File: src/rfa_defs.svh
/*
 * Shared constants for the register field access library: widths, offsets,
 * field positions and reset values of the demonstration register bank.
 * Assumes inclusion by bare name from every design file that needs them.
 */
`ifndef RFA_DEFS_SVH
`define RFA_DEFS_SVH

// ----------------------------------------------------------------------------
// Bus geometry
// ----------------------------------------------------------------------------
`define RFA_DW 32
`define RFA_AW 12
`define RFA_ZERO 32'h0000_0000

// ----------------------------------------------------------------------------
// Register offsets relative to the module base
// ----------------------------------------------------------------------------
`define RFA_OFS_CTRL 12'h000
`define RFA_OFS_STAT 12'h004
`define RFA_OFS_SET 12'h008
`define RFA_OFS_CNT 12'h00c
`define RFA_OFS_EVCLR 12'h010
`define RFA_OFS_ID 12'h014

// ----------------------------------------------------------------------------
// Field layouts: implemented bits per register, others are reserved
// ----------------------------------------------------------------------------
`define RFA_CTRL_MASK 32'h0000_ffff
`define RFA_STAT_MASK 32'h0000_00ff
`define RFA_SET_MASK 32'h0000_00ff
`define RFA_CNT_MASK 32'h0000_00ff
`define RFA_ID_MASK 32'h0000_ffff

// ----------------------------------------------------------------------------
// Reset values
// ----------------------------------------------------------------------------
`define RFA_CTRL_RST 32'h0000_0001
`define RFA_STAT_RST 32'h0000_0000
`define RFA_SET_RST 32'h0000_0000
`define RFA_CNT_RST 32'h0000_0000
// Identity value is arbitrary, it names no real part
`define RFA_ID_VAL 32'h0000_5a01
`define RFA_CNT_ONE 8'h01
`define RFA_CNT_MAX 8'hff

`endif

File: src/rfa_pkg.sv
/*
 * Types for the register field access library.
 * Assumes rfa_defs.svh is on the include path.
 */
`default_nettype none
`include "rfa_defs.svh"

package rfa_pkg;
    // Field access behaviours a bank bit can have
    typedef enum logic [2:0] {
        RFA_RW,
        RFA_RO,
        RFA_RC,
        RFA_W1C,
        RFA_W1S,
        RFA_WO
    } rfa_access_t;

    // One software access as seen by a field cell
    typedef struct packed {
        logic wr;
        logic rd;
        logic [`RFA_DW-1:0] wdata;
    } rfa_acc_t;

    // Bus request from the processor side
    typedef struct packed {
        logic sel;
        logic write;
        logic [`RFA_AW-1:0] addr;
        logic [`RFA_DW-1:0] wdata;
    } rfa_req_t;
endpackage

`default_nettype wire

File: src/rfa_field.sv
/*
 * One register of parameterised access type. Bits outside MASK are reserved:
 * they hold no state and read as zero.
 * Assumes the bank delivers at most one access per cycle, single clock.
 */
`timescale 1ns/1ps
`default_nettype none
`include "rfa_defs.svh"

module rfa_field
    import rfa_pkg::*;
#(
    parameter rfa_access_t ACCESS = RFA_RW,
    parameter logic [`RFA_DW-1:0] MASK = `RFA_ZERO,
    parameter logic [`RFA_DW-1:0] RST = `RFA_ZERO
)
(
    input wire logic mclk_i,
    input wire logic rst_i,
    input wire rfa_acc_t acc_i,
    input wire logic [`RFA_DW-1:0] hw_set_i,
    output logic [`RFA_DW-1:0] value_o,
    output logic [`RFA_DW-1:0] rdata_o
);
    logic [`RFA_DW-1:0] val_d;
    logic [`RFA_DW-1:0] val_q;

    // ------------------------------------------------------------------------
    // Next value by access type
    // ------------------------------------------------------------------------
    always_comb
    begin
        val_d = val_q;
        unique case (ACCESS)
            RFA_RW:
            begin
                if (acc_i.wr)
                    val_d = acc_i.wdata; // see (RULE3)
            end
            RFA_RO:
            begin
                val_d = hw_set_i; // Software writes ignored, hardware owns it
            end
            RFA_RC:
            begin
                // Hardware loads a whole new value; a load in the same cycle as the read beats the clear
                if (acc_i.rd)
                    val_d = `RFA_ZERO; // see (RULE1)
                if (hw_set_i != `RFA_ZERO)
                    val_d = hw_set_i; // see (RULE13)
            end
            RFA_W1C:
            begin
                // Ones clear only their own bits; set wins over clear
                if (acc_i.wr)
                    val_d = val_q & ~acc_i.wdata; // see (RULE4) see (RULE5)
                val_d = val_d | hw_set_i; // see (RULE13)
            end
            RFA_W1S:
            begin
                if (acc_i.wr)
                    val_d = val_q | acc_i.wdata; // see (RULE6)
            end
            RFA_WO:
            begin
                // Acts as a one-cycle strobe; reads never touch it
                val_d = acc_i.wr ? acc_i.wdata : `RFA_ZERO; // see (RULE11) see (RULE7)
            end
            default:
            begin
                val_d = val_q;
            end
        endcase
        val_d = val_d & MASK; // see (RULE9)
    end

    // Stored state, reset to the documented value
    always_ff @(posedge mclk_i or posedge rst_i)
    begin
        if (rst_i)
            val_q <= RST & MASK; // see (RULE12)
        else
            val_q <= val_d;
    end

    assign value_o = val_q;
    // Write-only cells return zero, meaningless by definition
    assign rdata_o = (ACCESS == RFA_WO) ? `RFA_ZERO : val_q; // see (RULE11)
endmodule

`default_nettype wire

File: src/rfa_bank.sv
/*
 * Demonstration register bank built from field cells of every access type.
 * Assumes a simple one-cycle bus on mclk_i; offsets are module relative.
 */
// Summary of operation
// (RULE1) Read-clear field returns its value, then hardware clears it.
// (RULE2) Software writes the reset value into read-only fields.
// (RULE3) Read/write field stores written value and returns it on reads.
// (RULE4) Write-one-to-clear: zero leaves bit, one clears only that bit.
// (RULE5) Writing back a read status value clears only bits that were set.
// (RULE6) Write-one-to-set: readable, one sets, zero leaves unchanged.
// (RULE7) Write-only clear register reads meaningless and reads affect nothing.
// (RULE8) Software preserves reserved bits across read-modify-write.
// (RULE9) Reserved bits read as zero; software must not rely on it.
// (RULE10) Registers decode at module base plus hexadecimal offset.
// (RULE11) Write-only field accepts writes only; reads return no data.
// (RULE12) Every field takes its reset value after any reset.
// (RULE13) Hardware set beats software clear in the same cycle.
`timescale 1ns/1ps
`default_nettype none
`include "rfa_defs.svh"

module rfa_bank
    import rfa_pkg::*;
(
    input wire logic mclk_i,
    input wire logic rst_i,
    input wire rfa_req_t req_i,
    input wire logic [`RFA_DW-1:0] stat_evt_i,
    input wire logic [`RFA_DW-1:0] id_val_i,
    input wire logic cnt_evt_i,
    output logic [`RFA_DW-1:0] rdata_o,
    output logic rvalid_o,
    output logic [`RFA_DW-1:0] ctrl_o,
    output logic [`RFA_DW-1:0] set_o,
    output logic [`RFA_DW-1:0] stat_o
);
    // ------------------------------------------------------------------------
    // Address decode
    // ------------------------------------------------------------------------
    rfa_acc_t acc_ctrl, acc_stat, acc_set, acc_cnt, acc_evclr, acc_id;
    logic [`RFA_DW-1:0] v_ctrl, v_stat, v_set, v_cnt, v_evclr, v_id;
    logic [`RFA_DW-1:0] r_ctrl, r_stat, r_set, r_cnt, r_evclr, r_id;
    logic [`RFA_DW-1:0] cnt_hw;
    logic [`RFA_DW-1:0] evclr_hw;
    logic [`RFA_DW-1:0] rdata_d, rdata_q;
    logic rvalid_d, rvalid_q;
    logic [`RFA_DW-1:0] ctrl_q, set_q, stat_q;

    // Offset compare selects one register per access
    function automatic rfa_acc_t decode(input rfa_req_t r, input logic [`RFA_AW-1:0] ofs);
        rfa_acc_t a;
        a.wr = r.sel & r.write & (r.addr == ofs); // see (RULE10)
        a.rd = r.sel & ~r.write & (r.addr == ofs); // see (RULE10)
        a.wdata = r.wdata;
        return a;
    endfunction

    assign acc_ctrl = decode(req_i, `RFA_OFS_CTRL);
    assign acc_stat = decode(req_i, `RFA_OFS_STAT);
    assign acc_set = decode(req_i, `RFA_OFS_SET);
    assign acc_cnt = decode(req_i, `RFA_OFS_CNT);
    assign acc_evclr = decode(req_i, `RFA_OFS_EVCLR);
    assign acc_id = decode(req_i, `RFA_OFS_ID);

    // ------------------------------------------------------------------------
    // Field cells
    // ------------------------------------------------------------------------
    rfa_field #(.ACCESS(RFA_RW), .MASK(`RFA_CTRL_MASK), .RST(`RFA_CTRL_RST)) u_ctrl (
        .mclk_i(mclk_i), .rst_i(rst_i), .acc_i(acc_ctrl), .hw_set_i(`RFA_ZERO),
        .value_o(v_ctrl), .rdata_o(r_ctrl));

    // Status bits: events in, cleared by W1C write; the write-only clear register only masks stat_o
    rfa_field #(.ACCESS(RFA_W1C), .MASK(`RFA_STAT_MASK), .RST(`RFA_STAT_RST)) u_stat (
        .mclk_i(mclk_i), .rst_i(rst_i), .acc_i(acc_stat), .hw_set_i(stat_evt_i),
        .value_o(v_stat), .rdata_o(r_stat));

    rfa_field #(.ACCESS(RFA_W1S), .MASK(`RFA_SET_MASK), .RST(`RFA_SET_RST)) u_set (
        .mclk_i(mclk_i), .rst_i(rst_i), .acc_i(acc_set), .hw_set_i(`RFA_ZERO),
        .value_o(v_set), .rdata_o(r_set));

    // Read-clear event counter: the next count is loaded through the hw_set path,
    // so a plain OR never mixes old and new counts; an event in a read cycle restarts at one
    always_comb
    begin
        cnt_hw = `RFA_ZERO;
        if (cnt_evt_i && (acc_cnt.rd || (v_cnt[7:0] != `RFA_CNT_MAX)))
            cnt_hw[7:0] = acc_cnt.rd ? `RFA_CNT_ONE : v_cnt[7:0] + `RFA_CNT_ONE; // see (RULE1)
    end

    rfa_field #(.ACCESS(RFA_RC), .MASK(`RFA_CNT_MASK), .RST(`RFA_CNT_RST)) u_cnt (
        .mclk_i(mclk_i), .rst_i(rst_i), .acc_i(acc_cnt), .hw_set_i(cnt_hw),
        .value_o(v_cnt), .rdata_o(r_cnt));

    rfa_field #(.ACCESS(RFA_WO), .MASK(`RFA_STAT_MASK), .RST(`RFA_ZERO)) u_evclr (
        .mclk_i(mclk_i), .rst_i(rst_i), .acc_i(acc_evclr), .hw_set_i(`RFA_ZERO),
        .value_o(v_evclr), .rdata_o(r_evclr));

    // Identity is read-only; writes are dropped whatever software sends
    assign evclr_hw = id_val_i;
    rfa_field #(.ACCESS(RFA_RO), .MASK(`RFA_ID_MASK), .RST(`RFA_ID_VAL)) u_id (
        .mclk_i(mclk_i), .rst_i(rst_i), .acc_i(acc_id), .hw_set_i(evclr_hw),
        .value_o(v_id), .rdata_o(r_id));

    // ------------------------------------------------------------------------
    // Read mux and registered outputs
    // ------------------------------------------------------------------------
    always_comb
    begin
        rdata_d = `RFA_ZERO; // Unmapped offsets read zero
        unique case (1'b1)
            acc_ctrl.rd: rdata_d = r_ctrl;
            acc_stat.rd: rdata_d = r_stat;
            acc_set.rd: rdata_d = r_set;
            acc_cnt.rd: rdata_d = r_cnt; // Value before the clear, see (RULE1)
            acc_evclr.rd: rdata_d = r_evclr; // see (RULE7)
            acc_id.rd: rdata_d = r_id;
            default: rdata_d = `RFA_ZERO;
        endcase
        rvalid_d = req_i.sel & ~req_i.write;
    end

    // Trade-off: one cycle read latency keeps every output on a flop
    always_ff @(posedge mclk_i or posedge rst_i)
    begin
        if (rst_i)
        begin
            rdata_q <= `RFA_ZERO;
            rvalid_q <= 1'b0;
            ctrl_q <= `RFA_CTRL_RST;
            set_q <= `RFA_SET_RST;
            stat_q <= `RFA_STAT_RST;
        end
        else
        begin
            rdata_q <= rdata_d;
            rvalid_q <= rvalid_d;
            ctrl_q <= v_ctrl;
            set_q <= v_set;
            // Evclr strobe masks status one cycle late; kept simple on purpose
            stat_q <= v_stat & ~v_evclr;
        end
    end

    assign rdata_o = rdata_q;
    assign rvalid_o = rvalid_q;
    assign ctrl_o = ctrl_q;
    assign set_o = set_q;
    assign stat_o = stat_q;
endmodule

`default_nettype wire

File: config.mk
export PLATFORM = sky130hd
export DESIGN_NAME = rfa_bank
export DESIGN_NICKNAME = d
export VERILOG_FILES = /design/src/rfa_pkg.sv /design/src/rfa_field.sv /design/src/rfa_bank.sv
export VERILOG_INCLUDE_DIRS = /design/src
export SDC_FILE = /design/constraint.sdc
export NUM_CORES = 1
export LEC_CHECK = 0
export BUFFER_PORTS_ARGS = -buffer_cell sky130_fd_sc_hd__buf_4
export CAP_MARGIN = 20
export CORE_ASPECT_RATIO = 0.75
export CORE_MARGIN = 2
export CORE_UTILIZATION = 45
export CTS_CLUSTER_SIZE = 16
export DETAILED_ROUTE_END_ITERATION = 6
export GPL_TIMING_DRIVEN = 0
export PLACE_DENSITY_LB_ADDON = 0.1
export SLEW_MARGIN = 20
export SYNTH_ARGS = -nofsm -noshare
export SYNTH_HDL_FRONTEND = slang
export SYNTH_SLANG_ARGS = --single-unit
export TNS_END_PERCENT = 10
File: constraint.sdc
create_clock -name mclk_i -period 5.7 [get_ports mclk_i]
set_clock_uncertainty 0.15 [all_clocks]
set_input_delay 1.425 -clock mclk_i [delete_from_list [all_inputs] [get_ports mclk_i]]
set_output_delay 1.425 -clock mclk_i [all_outputs]
set_load 0.1 [all_outputs]
Word-level counts from Yosys, hierarchy flattened. Cells that the tools add are included.

Bits in registers: 153. Latch bits: 0. Memory bits (writable): 0. ROM bits: 0. Input bits: 113. Output and inout port bits: 129. Word-level logic and storage cells: 48. Memories kept: 0.

$add $sub $neg: 1. Multipliers: 0. Divide/modulo/power cells: 0. Order comparisons: 0. Equality and inequality tests: 6. Shift operators: 0. Muxes and demuxes: 7. Bitwise logic cells: 18. Reduce and logical (&&, ||, !) cells: 5.

Operators with widths (number): $pmux 16 s5 (1); $mux 8 (6); $and 8x32->32 (1); $not 8->32 (1); $reduce_bool 32->1 (1); $eq 12x4->1 const B (2); $eq 12x5->1 const B (2); $or 8x8->8 (2); $eq 12x3->1 const B (1); $logic_not 12->1 (1); $and 1x1->1 (11); $add 8x1->8 const B (1); $and 8x8->8 (1); $ne 8x8->1 const B (1); $not 8->8 (1); $reduce_bool 2->1 (1); $logic_and 1x1->1 (1); $logic_or 1x1->1 (1); $not 1->1 (1).

Depth between registers and ports, before layout. Gate-level depths: netlist of the first run.

Word-level depth: 8. Mapped depth: 7. Gate-level depth less buffers: 6.

Cells and area by module. A second synthesis of the first run with hierarchy kept.

Cells, all modules: 868. Area total of the unflattened synthesis: 10273.6 um^2.

Modules (own cells, without submodules): rfa_bank (instances 1, cells each 384, area an instance 5522.8 um^2, sequential area each 3229.3 um^2); rfa_field at u_ctrl (instances 1, cells each 84, area an instance 1018.5 um^2, sequential area each 401.6 um^2); rfa_field at u_cnt (instances 1, cells each 102, area an instance 854.6 um^2, sequential area each 200.2 um^2); rfa_field at u_id (instances 1, cells each 66, area an instance 774.5 um^2, sequential area each 406.6 um^2); rfa_field at u_stat (instances 1, cells each 83, area an instance 725.7 um^2, sequential area each 200.2 um^2); rfa_field at u_set (instances 1, cells each 75, area an instance 699.4 um^2, sequential area each 200.2 um^2); rfa_field at u_evclr (instances 1, cells each 74, area an instance 678.2 um^2, sequential area each 200.2 um^2).

Least setup slack after synthesis of the first run. Ideal clock, no wire load.

Path kind: input port to flip-flop. From: in req_i[42] in the netlist's numbering. To: reg u_ctrl.val_q[15], in the netlist u_ctrl.rdata_o[15]. Arrival: 3.221 ns. Required time: 5.425 ns. Path slack: 2.204 ns. Stages: 6. Cells stage by stage: or4_1 > buf_2 > or4_4 > nor2_8 > buf_12 > mux2_4.

Longest elaborated chain between the ends: 2.

RTL lines: start, declared (line rfa_bank.sv:28) `input wire rfa_req_t req_i,`; $logic_not 12->1 (line rfa_bank.sv:53) `a.wr = r.sel & r.write & (r.addr == ofs);`; $and 1x1->1 (line rfa_bank.sv:53); end signal, assigned (line rfa_field.sv:81) `val_q <= RST & MASK;`; end signal, assigned (line rfa_field.sv:83) `val_q <= val_d;`; end, declared (line rfa_field.sv:26) `` logic [`RFA_DW-1:0] val_q; ``.

Every way passes these cells. A chain may end at the register's enable or synchronous reset.

Worst setup path in the final report of the first run.
From: in req_i[42] in the netlist's numbering. To: reg rdata_q[1], in the netlist rdata_o[1].

Longest elaborated chain between the ends: 3. Elaborated cells between the ends (all ways): 11. Those cells by class: eq/ne (4); mux (1); bitwise (5); reduce/logical (1).

RTL lines: $eq 12x5->1, or another cell as far along (line rfa_bank.sv:54) `a.rd = r.sel & ~r.write & (r.addr == ofs);`; $and 1x1->1 (line rfa_bank.sv:54); $pmux 16 s5 (*) (line rfa_bank.sv:111) `unique case (1'b1)`; named net rdata_d[1] (line rfa_bank.sv:46) `` logic [`RFA_DW-1:0] rdata_d, rdata_q; ``; end signal, assigned (line rfa_bank.sv:128) `` rdata_q <= `RFA_ZERO; ``; end signal, assigned (line rfa_bank.sv:136) `rdata_q <= rdata_d;`; end, declared (line rfa_bank.sv:46).

Mark *: on every way through the listed nets, which the timed path passes. The rest lies on a longest branch.

==> results.tsv, run 1 <==
metric	value	unit
via_count	3214	
mostFrequentLayoutCell	buf_4	
clockBufferDepth	2	
syn_to_final_growth	39.6	%
setup.worst_path.end	rdata_o[1]$_DFF_PP0_	
cp.required	5.88	ns
synthArstFlopShare	1.00	
maxSlewHeadroom	0.365	
drt_pass1_iterations	5	
reg2reg_depth	5	
setup_viol_count_final	0	
rsz0062_at_grt	no	
h-tree-depth	4	
clockRootBuffer	clkbuf_16	
cts.clk_slew.worst_paths	0.05	ns
ir_drop	219	uV
drc	0	
clk_latency	0.40	ns
start_util	0.460	
min_period	3.58	ns
cts_tree	done	
worstMarginPinSlew	0.944	ns
r2r_start	u_cnt.rdata_o[0]$_DFFE_PP0P_	
startpoint	req_i[42]	
crit_arrival	3.76	ns
slowest_delay	0.55	ns
yosys_most_used_dff	dfrtp_1	
period_share	0.629	
cts_setup_buffers	0	
timing.setup.tns	0	ns
syn_avg_cell_area	12.7	um^2
overflow	0	
port_buffers	105	
antenna_found_initial	0	
drive_gt1_frac	0.436	
fin_nets	693	
final_cell_mix	buf_4 (187), dfrtp_1 (106), conb_1 (80)	
die_h	92.7	um
min_path_type	reg2reg	
yosysTopAreaCell	dfrtp_1	
gp_congestion	0.816	
die-area	0.0113	mm^2
crit_path_cell_trace	buf_4 > or4_1 > buf_2 > or2_4 > nor3_2 > buf_2 > a22oi_1 > nand2_1	
ys_ff_latch	113	
crit_top_cell	buf_2	
cp-start-kind	input pin	
crit_fanout	10	
coreArea	0.0102	mm^2
drtIter0Drc	281	
rows	32	
seq_area_frac_synth	0.601	
hold_violations	0	
leakagePower	3.45	nW
grt_max_degree	74	
end_kind	flip-flop	
timing.rr.end	u_cnt.rdata_o[2]$_DFFE_PP0P_	
slowest_stage	nor3_2	
die_w	122	um
fmax	279	MHz
viasPerCell	4.41	
path_class	in2reg	
cts_buffers	17	
cap_violations	0	
ys_top_cells_by_area	dfrtp_1 (56%), buf_4 (13%), dfstp_2 (3.9%)	
wl_per_cell	13.5	um
final_max_slew_viol_count	0	
synth_area	0.00472	mm^2
antenna_left	0	
synth_cells	372	
synth_edf_count	0	
utilization	0.643	
grt_pass1_wl	15500	um
yosysWarnings	0	
cts_num_sinks	113	
antenna_cells	0	
totalWireLength	9830	um
status	completed	
yosys.cell_types.count	46	
r2r_setup_slack	3.37	ns
hpwlAfterDp	7090	um
powerDensity	347	mW/mm^2
holdWs	0.229	ns
yosysTopAreaCellShare	0.562	
grt_pass1_vias	3074	
num_io_pins	242	
cts_resized	0	
holdBufCountCts	0	
grt_util_all_layers	0.185	
-- worst min-delay path by stage --
stage | start | endpoint | slack (ns) | cells past startpoint
finish | u_ctrl.rdata_o[0]$_DFFE_PP1P_ | ctrl_o[0]$_DFF_PP1_ | 0.23 | 0
global route | u_ctrl.rdata_o[0]$_DFFE_PP1P_ | ctrl_o[0]$_DFF_PP1_ | 0.24 | 0
CTS | u_ctrl.rdata_o[0]$_DFFE_PP1P_ | ctrl_o[0]$_DFF_PP1_ | 0.23 | 0
detailed placement | u_ctrl.rdata_o[0]$_DFFE_PP1P_ | ctrl_o[0]$_DFF_PP1_ | 0.22 | 0
global placement | u_ctrl.rdata_o[0]$_DFFE_PP1P_ | ctrl_o[0]$_DFF_PP1_ | 0.22 | 0
floorplan | u_ctrl.rdata_o[0]$_DFFE_PP1P_ | ctrl_o[0]$_DFF_PP1_ | 0.21 | 0
-- flip-flops by register name, summed over array words and instances, names as in the netlist --
| register | cells |
|---|---|
| u_evclr.value_o | 8 |
| ctrl_o | 16 |
| u_stat.rdata_o | 8 |
| u_ctrl.rdata_o | 16 |
| u_id.rdata_o | 16 |
| u_cnt.rdata_o | 8 |
| set_o | 8 |
| rvalid_o | 1 |
| stat_o | 8 |
| rdata_o | 16 |
| u_set.rdata_o | 8 |
-- cells in the mapped netlist (all sizes together), types with 9 or more instances --
master / number
dfrtp: 106
nor2b: 9
a21o: 16
nor3: 10
nand2: 23
mux2: 16
and2: 9
buf: 84
nor2: 13
-- through the flow --
stage / cells / worst slack [ns] / area, um^2 / power, mW
detailed placement: 695 / 1.76 / 6040 / 1.34
floorplan: 451 / 1.15 / 5010 / 1.27
finish: 728 / 2.12 / 6590 / 2.28
global placement: 692 / 0.0204 / 5970 / 1.33
global route: 728 / 2.09 / 6590 / 2.38
CTS: 727 / 2.18 / 6580 / 2.30
-- kinds of logic (layout without fill, tap and decap cells) --
kind of cell    Yosys count  in the layout  synth area share
other cells               1             80          0.000795
compound gates           54             54            0.0875
buf+inv                  90            231             0.139
fa+ha+maj                 1              1           0.00265
flops                   113            113             0.601
mux                      17             17            0.0483
simple gates             90             90             0.109
xor+xnor                  6              6            0.0111
-- power by group --
part | leakage [nW] | internal (mW) | switching [mW] | total, mW
registers | 1.43 | 0.836 | 0.0240 | 0.860
logic | 1.75 | 0.126 | 0.351 | 0.476
clock network | 0.264 | 0.606 | 0.342 | 0.947
-- metal layers --
metal	wire, um	vias up	global-route usage
met2	4770	142	0.283
met3	822	4	0.0610
met4	47	0	0.0661
met5	0	-	0
met1	4190	1527	0.246
li1	-	1541	-
-- final cells by class --
type,count,area (um^2)
fillers,814,3660
flip-flops and latches,113,2840
multi-input cells,248,1540
repair buffers,109,836
plain buffers,89,653
clock buffers,22,454
well taps,136,170
clock inverters,10,87.6
inverters,1,8.76
-- worst max-delay path: cells and delay by family --
kind / cells / cell delay (ns)
and+or+nand+nor: 4 / 1.49
AOI/OAI and AO/OA: 1 / 0.18
buffers and inverters: 3 / 0.66
No activity file was read; power rests on OpenSTA's default activity.
==> run 2, diff against run 1 <==
--- a/config.mk
+++ b/config.mk
@@ -10,7 +10,7 @@
 export CAP_MARGIN = 20
 export CORE_ASPECT_RATIO = 0.75
 export CORE_MARGIN = 2
-export CORE_UTILIZATION = 45
+export CORE_UTILIZATION = 41
 export CTS_CLUSTER_SIZE = 16
 export DETAILED_ROUTE_END_ITERATION = 6
 export GPL_TIMING_DRIVEN = 0
==> constraint.sdc (replaced) <==
create_clock -name mclk_i -period 3.05 [get_ports mclk_i]
set_clock_uncertainty 0.15 [all_clocks]
set_input_delay 0.7625 -clock mclk_i [delete_from_list [all_inputs] [get_ports mclk_i]]
set_output_delay 0.7625 -clock mclk_i [all_outputs]
set_load 0.1 [all_outputs]
==> results.tsv, run 2 (synthesis gave the netlist of run 1 again) <==
metric	value	unit
status	completed	
worst_slack	0.195	ns
r2r_setup_slack	0.73	ns
reg2reg_depth	5	
drt_pass1_iterations	4	
grt_util_all_layers	0.178	
cts_tree	done	
drc	0	
final_max_slew_viol_count	0	
fmax	350	MHz
crit_arrival	3.04	ns
rsz0062_at_grt	no	
path_class	in2reg	
port_buffers	105	
die_h	96.9	um
r2r_start	u_cnt.rdata_o[0]$_DFFE_PP0P_	
placed_area	0.00608	mm^2
clockBufferDepth	2	
fin_area	0.00677	mm^2
hold_violations	0	
viasPerCell	4.46	
ir_drop	428	uV
wl_per_cell	14.4	um
min_period	2.86	ns
worstMarginPinSlew	1.13	ns
cap_violations	0	
cts_num_sinks	113	
period_share	0.936	
rows	33	
antenna_cells	0	
setup_viol_count_final	0	
cp.required	3.23	ns
grt_pass1_wl	16700	um
crit_fanout	10	
cts_setup_buffers	0	
highest_layer	met4	
start_util	0.426	
cts_buffers	17	
clockRootBuffer	clkbuf_16	
final_cell_mix	buf_4 (187), dfrtp_1 (106), conb_1 (80)	
die_w	128	um
holdBufCountCts	0	
powerDensity	706	mW/mm^2
timing.rr.end	u_cnt.rdata_o[2]$_DFFE_PP0P_	
wl_met2	5070	um
drtIter0Drc	212	
holdWs	0.219	ns
fillers	892	
post-place-ws	-0.335	ns
end_kind	flip-flop	
num_io_pins	242	
antenna_left	0	
drive_gt1_frac	0.446	
fin_nets	695	
startpoint	req_i[42]	
via_count	3271	
instances_no_fill	734	
cp-start-kind	input pin	
clk_latency	0.41	ns
leakagePower	3.54	nW
h-tree-depth	4	
placedCellCount	702	
grt_max_degree	37	
totalWireLength	10600	um
maxSlewHeadroom	0.241	
antenna_found_initial	0	
gp_congestion	0.852	
cts_resized	0	
wl_met1	4540	um
overflow	0	
wl_met3	822	um
coreArea	0.0111	mm^2
multi_input_area	0.00155	mm^2
syn_to_final_growth	43.5	%
regArea	0.00284	mm^2
hpwlAfterDp	7600	um
min_path_type	in2async	
cts.clk_slew.worst_paths	0.05	ns
grt_pass1_vias	3227	
die-area	0.0124	mm^2
setup.worst_path.end	rdata_o[1]$_DFF_PP0_	
mostFrequentLayoutCell	buf_4	
-- run 2: changes by cell type in the layout (fill, tap and decap cells not counted), moves of 2 or more --
cell       before  now
buf_12          1    4
bufinv_16       1    6
clkinv_2        5    3
clkbuf_1        9    5
-- run 2: area by class of cell --
type | instances | share of cell area
flip-flops and latches | 113 | 0.419
multi-input cells | 248 | 0.228
repair buffers | 111 | 0.128
plain buffers | 89 | 0.0965
clock buffers | 19 | 0.0669
clock inverters | 13 | 0.0340
well taps | 140 | 0.0259
inverters | 1 | 0.00111
-- run 2: how the worst min path moves through the flow --
stage / start / endpoint / slack [ns] / cells after the start
2_1_floorplan: u_ctrl.rdata_o[0]$_DFFE_PP1P_ / ctrl_o[0]$_DFF_PP1_ / 0.21 / 0
3_3_place_gp: u_ctrl.rdata_o[0]$_DFFE_PP1P_ / ctrl_o[0]$_DFF_PP1_ / 0.22 / 0
3_5_place_dp: u_ctrl.rdata_o[0]$_DFFE_PP1P_ / ctrl_o[0]$_DFF_PP1_ / 0.22 / 0
4_1_cts: rst_i / u_evclr.value_o[4]$_DFF_PP0_ / 0.21 / 2
5_1_grt: rst_i / ctrl_o[8]$_DFF_PP0_ / 0.23 / 2
6_report: rst_i / rvalid_o$_DFF_PP0_ / 0.22 / 2
-- run 2: metrics by stage --
stage	TNS (ns)	utilization	power [mW]
floorplan	0	-	2.38
global placement	-6.41	0.541	2.51
detailed placement	-4.93	0.550	2.52
CTS	0	0.611	4.81
global route	0	0.612	4.96
finish	0	0.612	4.78
-- run 2: where the power goes --
part | total [mW] | switching [mW] | internal, mW
Combinational | 0.901 | 0.662 | 0.238
Sequential | 1.61 | 0.0475 | 1.56
Clock | 2.27 | 0.690 | 1.58
-- run 2: routing by layer --
layer | track usage | up-vias
li1 | - | 1547
met1 | 0.234 | 1559
met2 | 0.277 | 150
met3 | 0.0603 | 15
met4 | 0.0617 | 0
met5 | 0 | -
-- run 2: worst max-delay path, cell delays in order --
cell	delay, ns
buf_4	0.10
or4_1	0.52
buf_2	0.20
or2_4	0.28
nor3_2	0.51
buf_2	0.37
a22oi_1	0.17
nand2_1	0.12
==> run 3, diff against run 2 <==
--- a/config.mk
+++ b/config.mk
@@ -14,7 +14,7 @@
 export CTS_CLUSTER_SIZE = 16
 export DETAILED_ROUTE_END_ITERATION = 6
 export GPL_TIMING_DRIVEN = 0
-export PLACE_DENSITY_LB_ADDON = 0.1
+export PLACE_DENSITY = 0.73
 export SLEW_MARGIN = 20
 export SYNTH_ARGS = -nofsm -noshare
 export SYNTH_HDL_FRONTEND = slang
==> results.tsv, run 3 (synthesis gave the netlist of run 1 again) <==
metric	value	unit
drc	3	
cts_resized	0	
slowest_stage	or4_1	
antenna_found_initial	0	
cp.required	3.24	ns
worstMarginPinSlew	0.900	ns
clk_latency	0.40	ns
leakagePower	3.50	nW
utilization	0.606	
coreArea	0.0111	mm^2
path_delay_family	simple AND/OR/NAND/NOR gates	
placed_area	0.00608	mm^2
totalWireLength	10700	um
final_cell_mix	buf_4 (187), dfrtp_1 (106), conb_1 (80)	
crit_top_cell	buf_2	
cp-start-kind	input pin	
fmax	362	MHz
die_h	96.9	um
hpwlAfterDp	7710	um
die_w	128	um
syn_to_final_growth	42.2	%
cts_tree	done	
post-place-ws	-0.244	ns
via_count	3278	
powerDensity	686	mW/mm^2
fillers	913	
placedCellCount	701	
grt_util_all_layers	0.180	
period_share	0.905	
port_buffers	105	
min_period	2.76	ns
wl_per_cell	14.6	um
status	complete, but fails checks	
num_io_pins	242	
start_util	0.426	
cts_setup_buffers	0	
antenna_cells	0	
cap_violations	0	
slowest_delay	0.50	ns
p_total	4.60	mW
cts_buffers	17	
grt_pass1_vias	3391	
h-tree-depth	4	
worst-path-buf-inv	3	
instances_no_fill	733	
grt_max_degree	39	
fin_area	0.00671	mm^2
clockRootBuffer	clkbuf_16	
crit_path_cell_trace	buf_4 > or4_1 > buf_2 > or2_4 > nor3_2 > buf_2 > a22oi_1 > nand2_1	
maxSlewHeadroom	0.395	
rows	33	
drt_pass1_iterations	7	
mostFrequentLayoutCell	buf_4	
die-area	0.0124	mm^2
grt_pass1_wl	16800	um
viasPerCell	4.47	
path_class	in2reg	
hold_violations	0	
crit_arrival	2.95	ns
final_max_slew_viol_count	0	
worst_slack	0.288	ns
clockBufferDepth	2	
crit_fanout	10	
antenna_left	0	
overflow	0	
violations	design-rule violations	
end_kind	flip-flop	
ir_drop	406	uV
gp_congestion	0.819	
drtIter0Drc	188	
min_path_type	in2async	
fin_nets	694	
cts_num_sinks	113	
drive_gt1_frac	0.445	
rsz0062_at_grt	no	
setup_viol_count_final	0	
cts.clk_slew.worst_paths	0.06	ns
holdBufCountCts	0	
## run 3: cell types whose count changed in the layout (fill, tap and decap cells not counted)
cell        change
clkinv_4        +1
clkbuf_8        -2
bufinv_16       -2
clkinvlp_4      +1
inv_6           +2
buf_2           -1
## run 3: final timing paths
kind                                          startpoint                      endpoint  slack [ns]  depth (start not counted)
hold / removal                                     rst_i           stat_o[4]$_DFF_PP0_        0.14                          2
setup / recovery                               req_i[42]          rdata_o[7]$_DFF_PP0_        0.29                          8
max in group asynchronous                          rst_i    u_id.rdata_o[12]$_DFF_PP1_        1.84                          4
setup reg to reg            u_cnt.rdata_o[0]$_DFFE_PP0P_  u_cnt.rdata_o[2]$_DFFE_PP0P_        0.76                          5
hold reg to reg            u_ctrl.rdata_o[0]$_DFFE_PP1P_           ctrl_o[0]$_DFF_PP1_        0.23                          0
min in group mclk_i        u_ctrl.rdata_o[0]$_DFFE_PP1P_           ctrl_o[0]$_DFF_PP1_        0.23                          0
## run 3: report_power, final
group / internal, mW / switching (mW) / total [mW]
clock network: 1.37 / 0.713 / 2.09
registers: 1.56 / 0.0460 / 1.61
logic: 0.239 / 0.668 / 0.907
## run 3: stage by stage
stage	setup TNS [ns]	hold slack (ns)
finish	0	0.145
global route	0	0.137
CTS	0	0.138
detailed placement	-3.06	0.218
global placement	-4.32	0.219
floorplan	0	0.210
## run 3: area by class of cell
| cell class | count | area [um^2] | share of cell area |
|---|---|---|---|
| sequential | 113 | 2840 | 0.423 |
| multi-input combinational | 248 | 1550 | 0.230 |
| clock inverter | 15 | 204 | 0.0304 |
| buffer | 89 | 653 | 0.0973 |
| clock buffer | 17 | 425 | 0.0634 |
| timing repair buffer | 110 | 863 | 0.129 |
| tap | 140 | 175 | 0.0261 |
| inverter | 1 | 7.51 | 0.00112 |
## run 3: metal layers
layer	share of wire	vias up	GRT usage
met5	0	-	0
met4	0.014	0	0.0761
met3	0.084	14	0.0680
met2	0.50	138	0.290
met1	0.41	1581	0.217
li1	-	1545	-
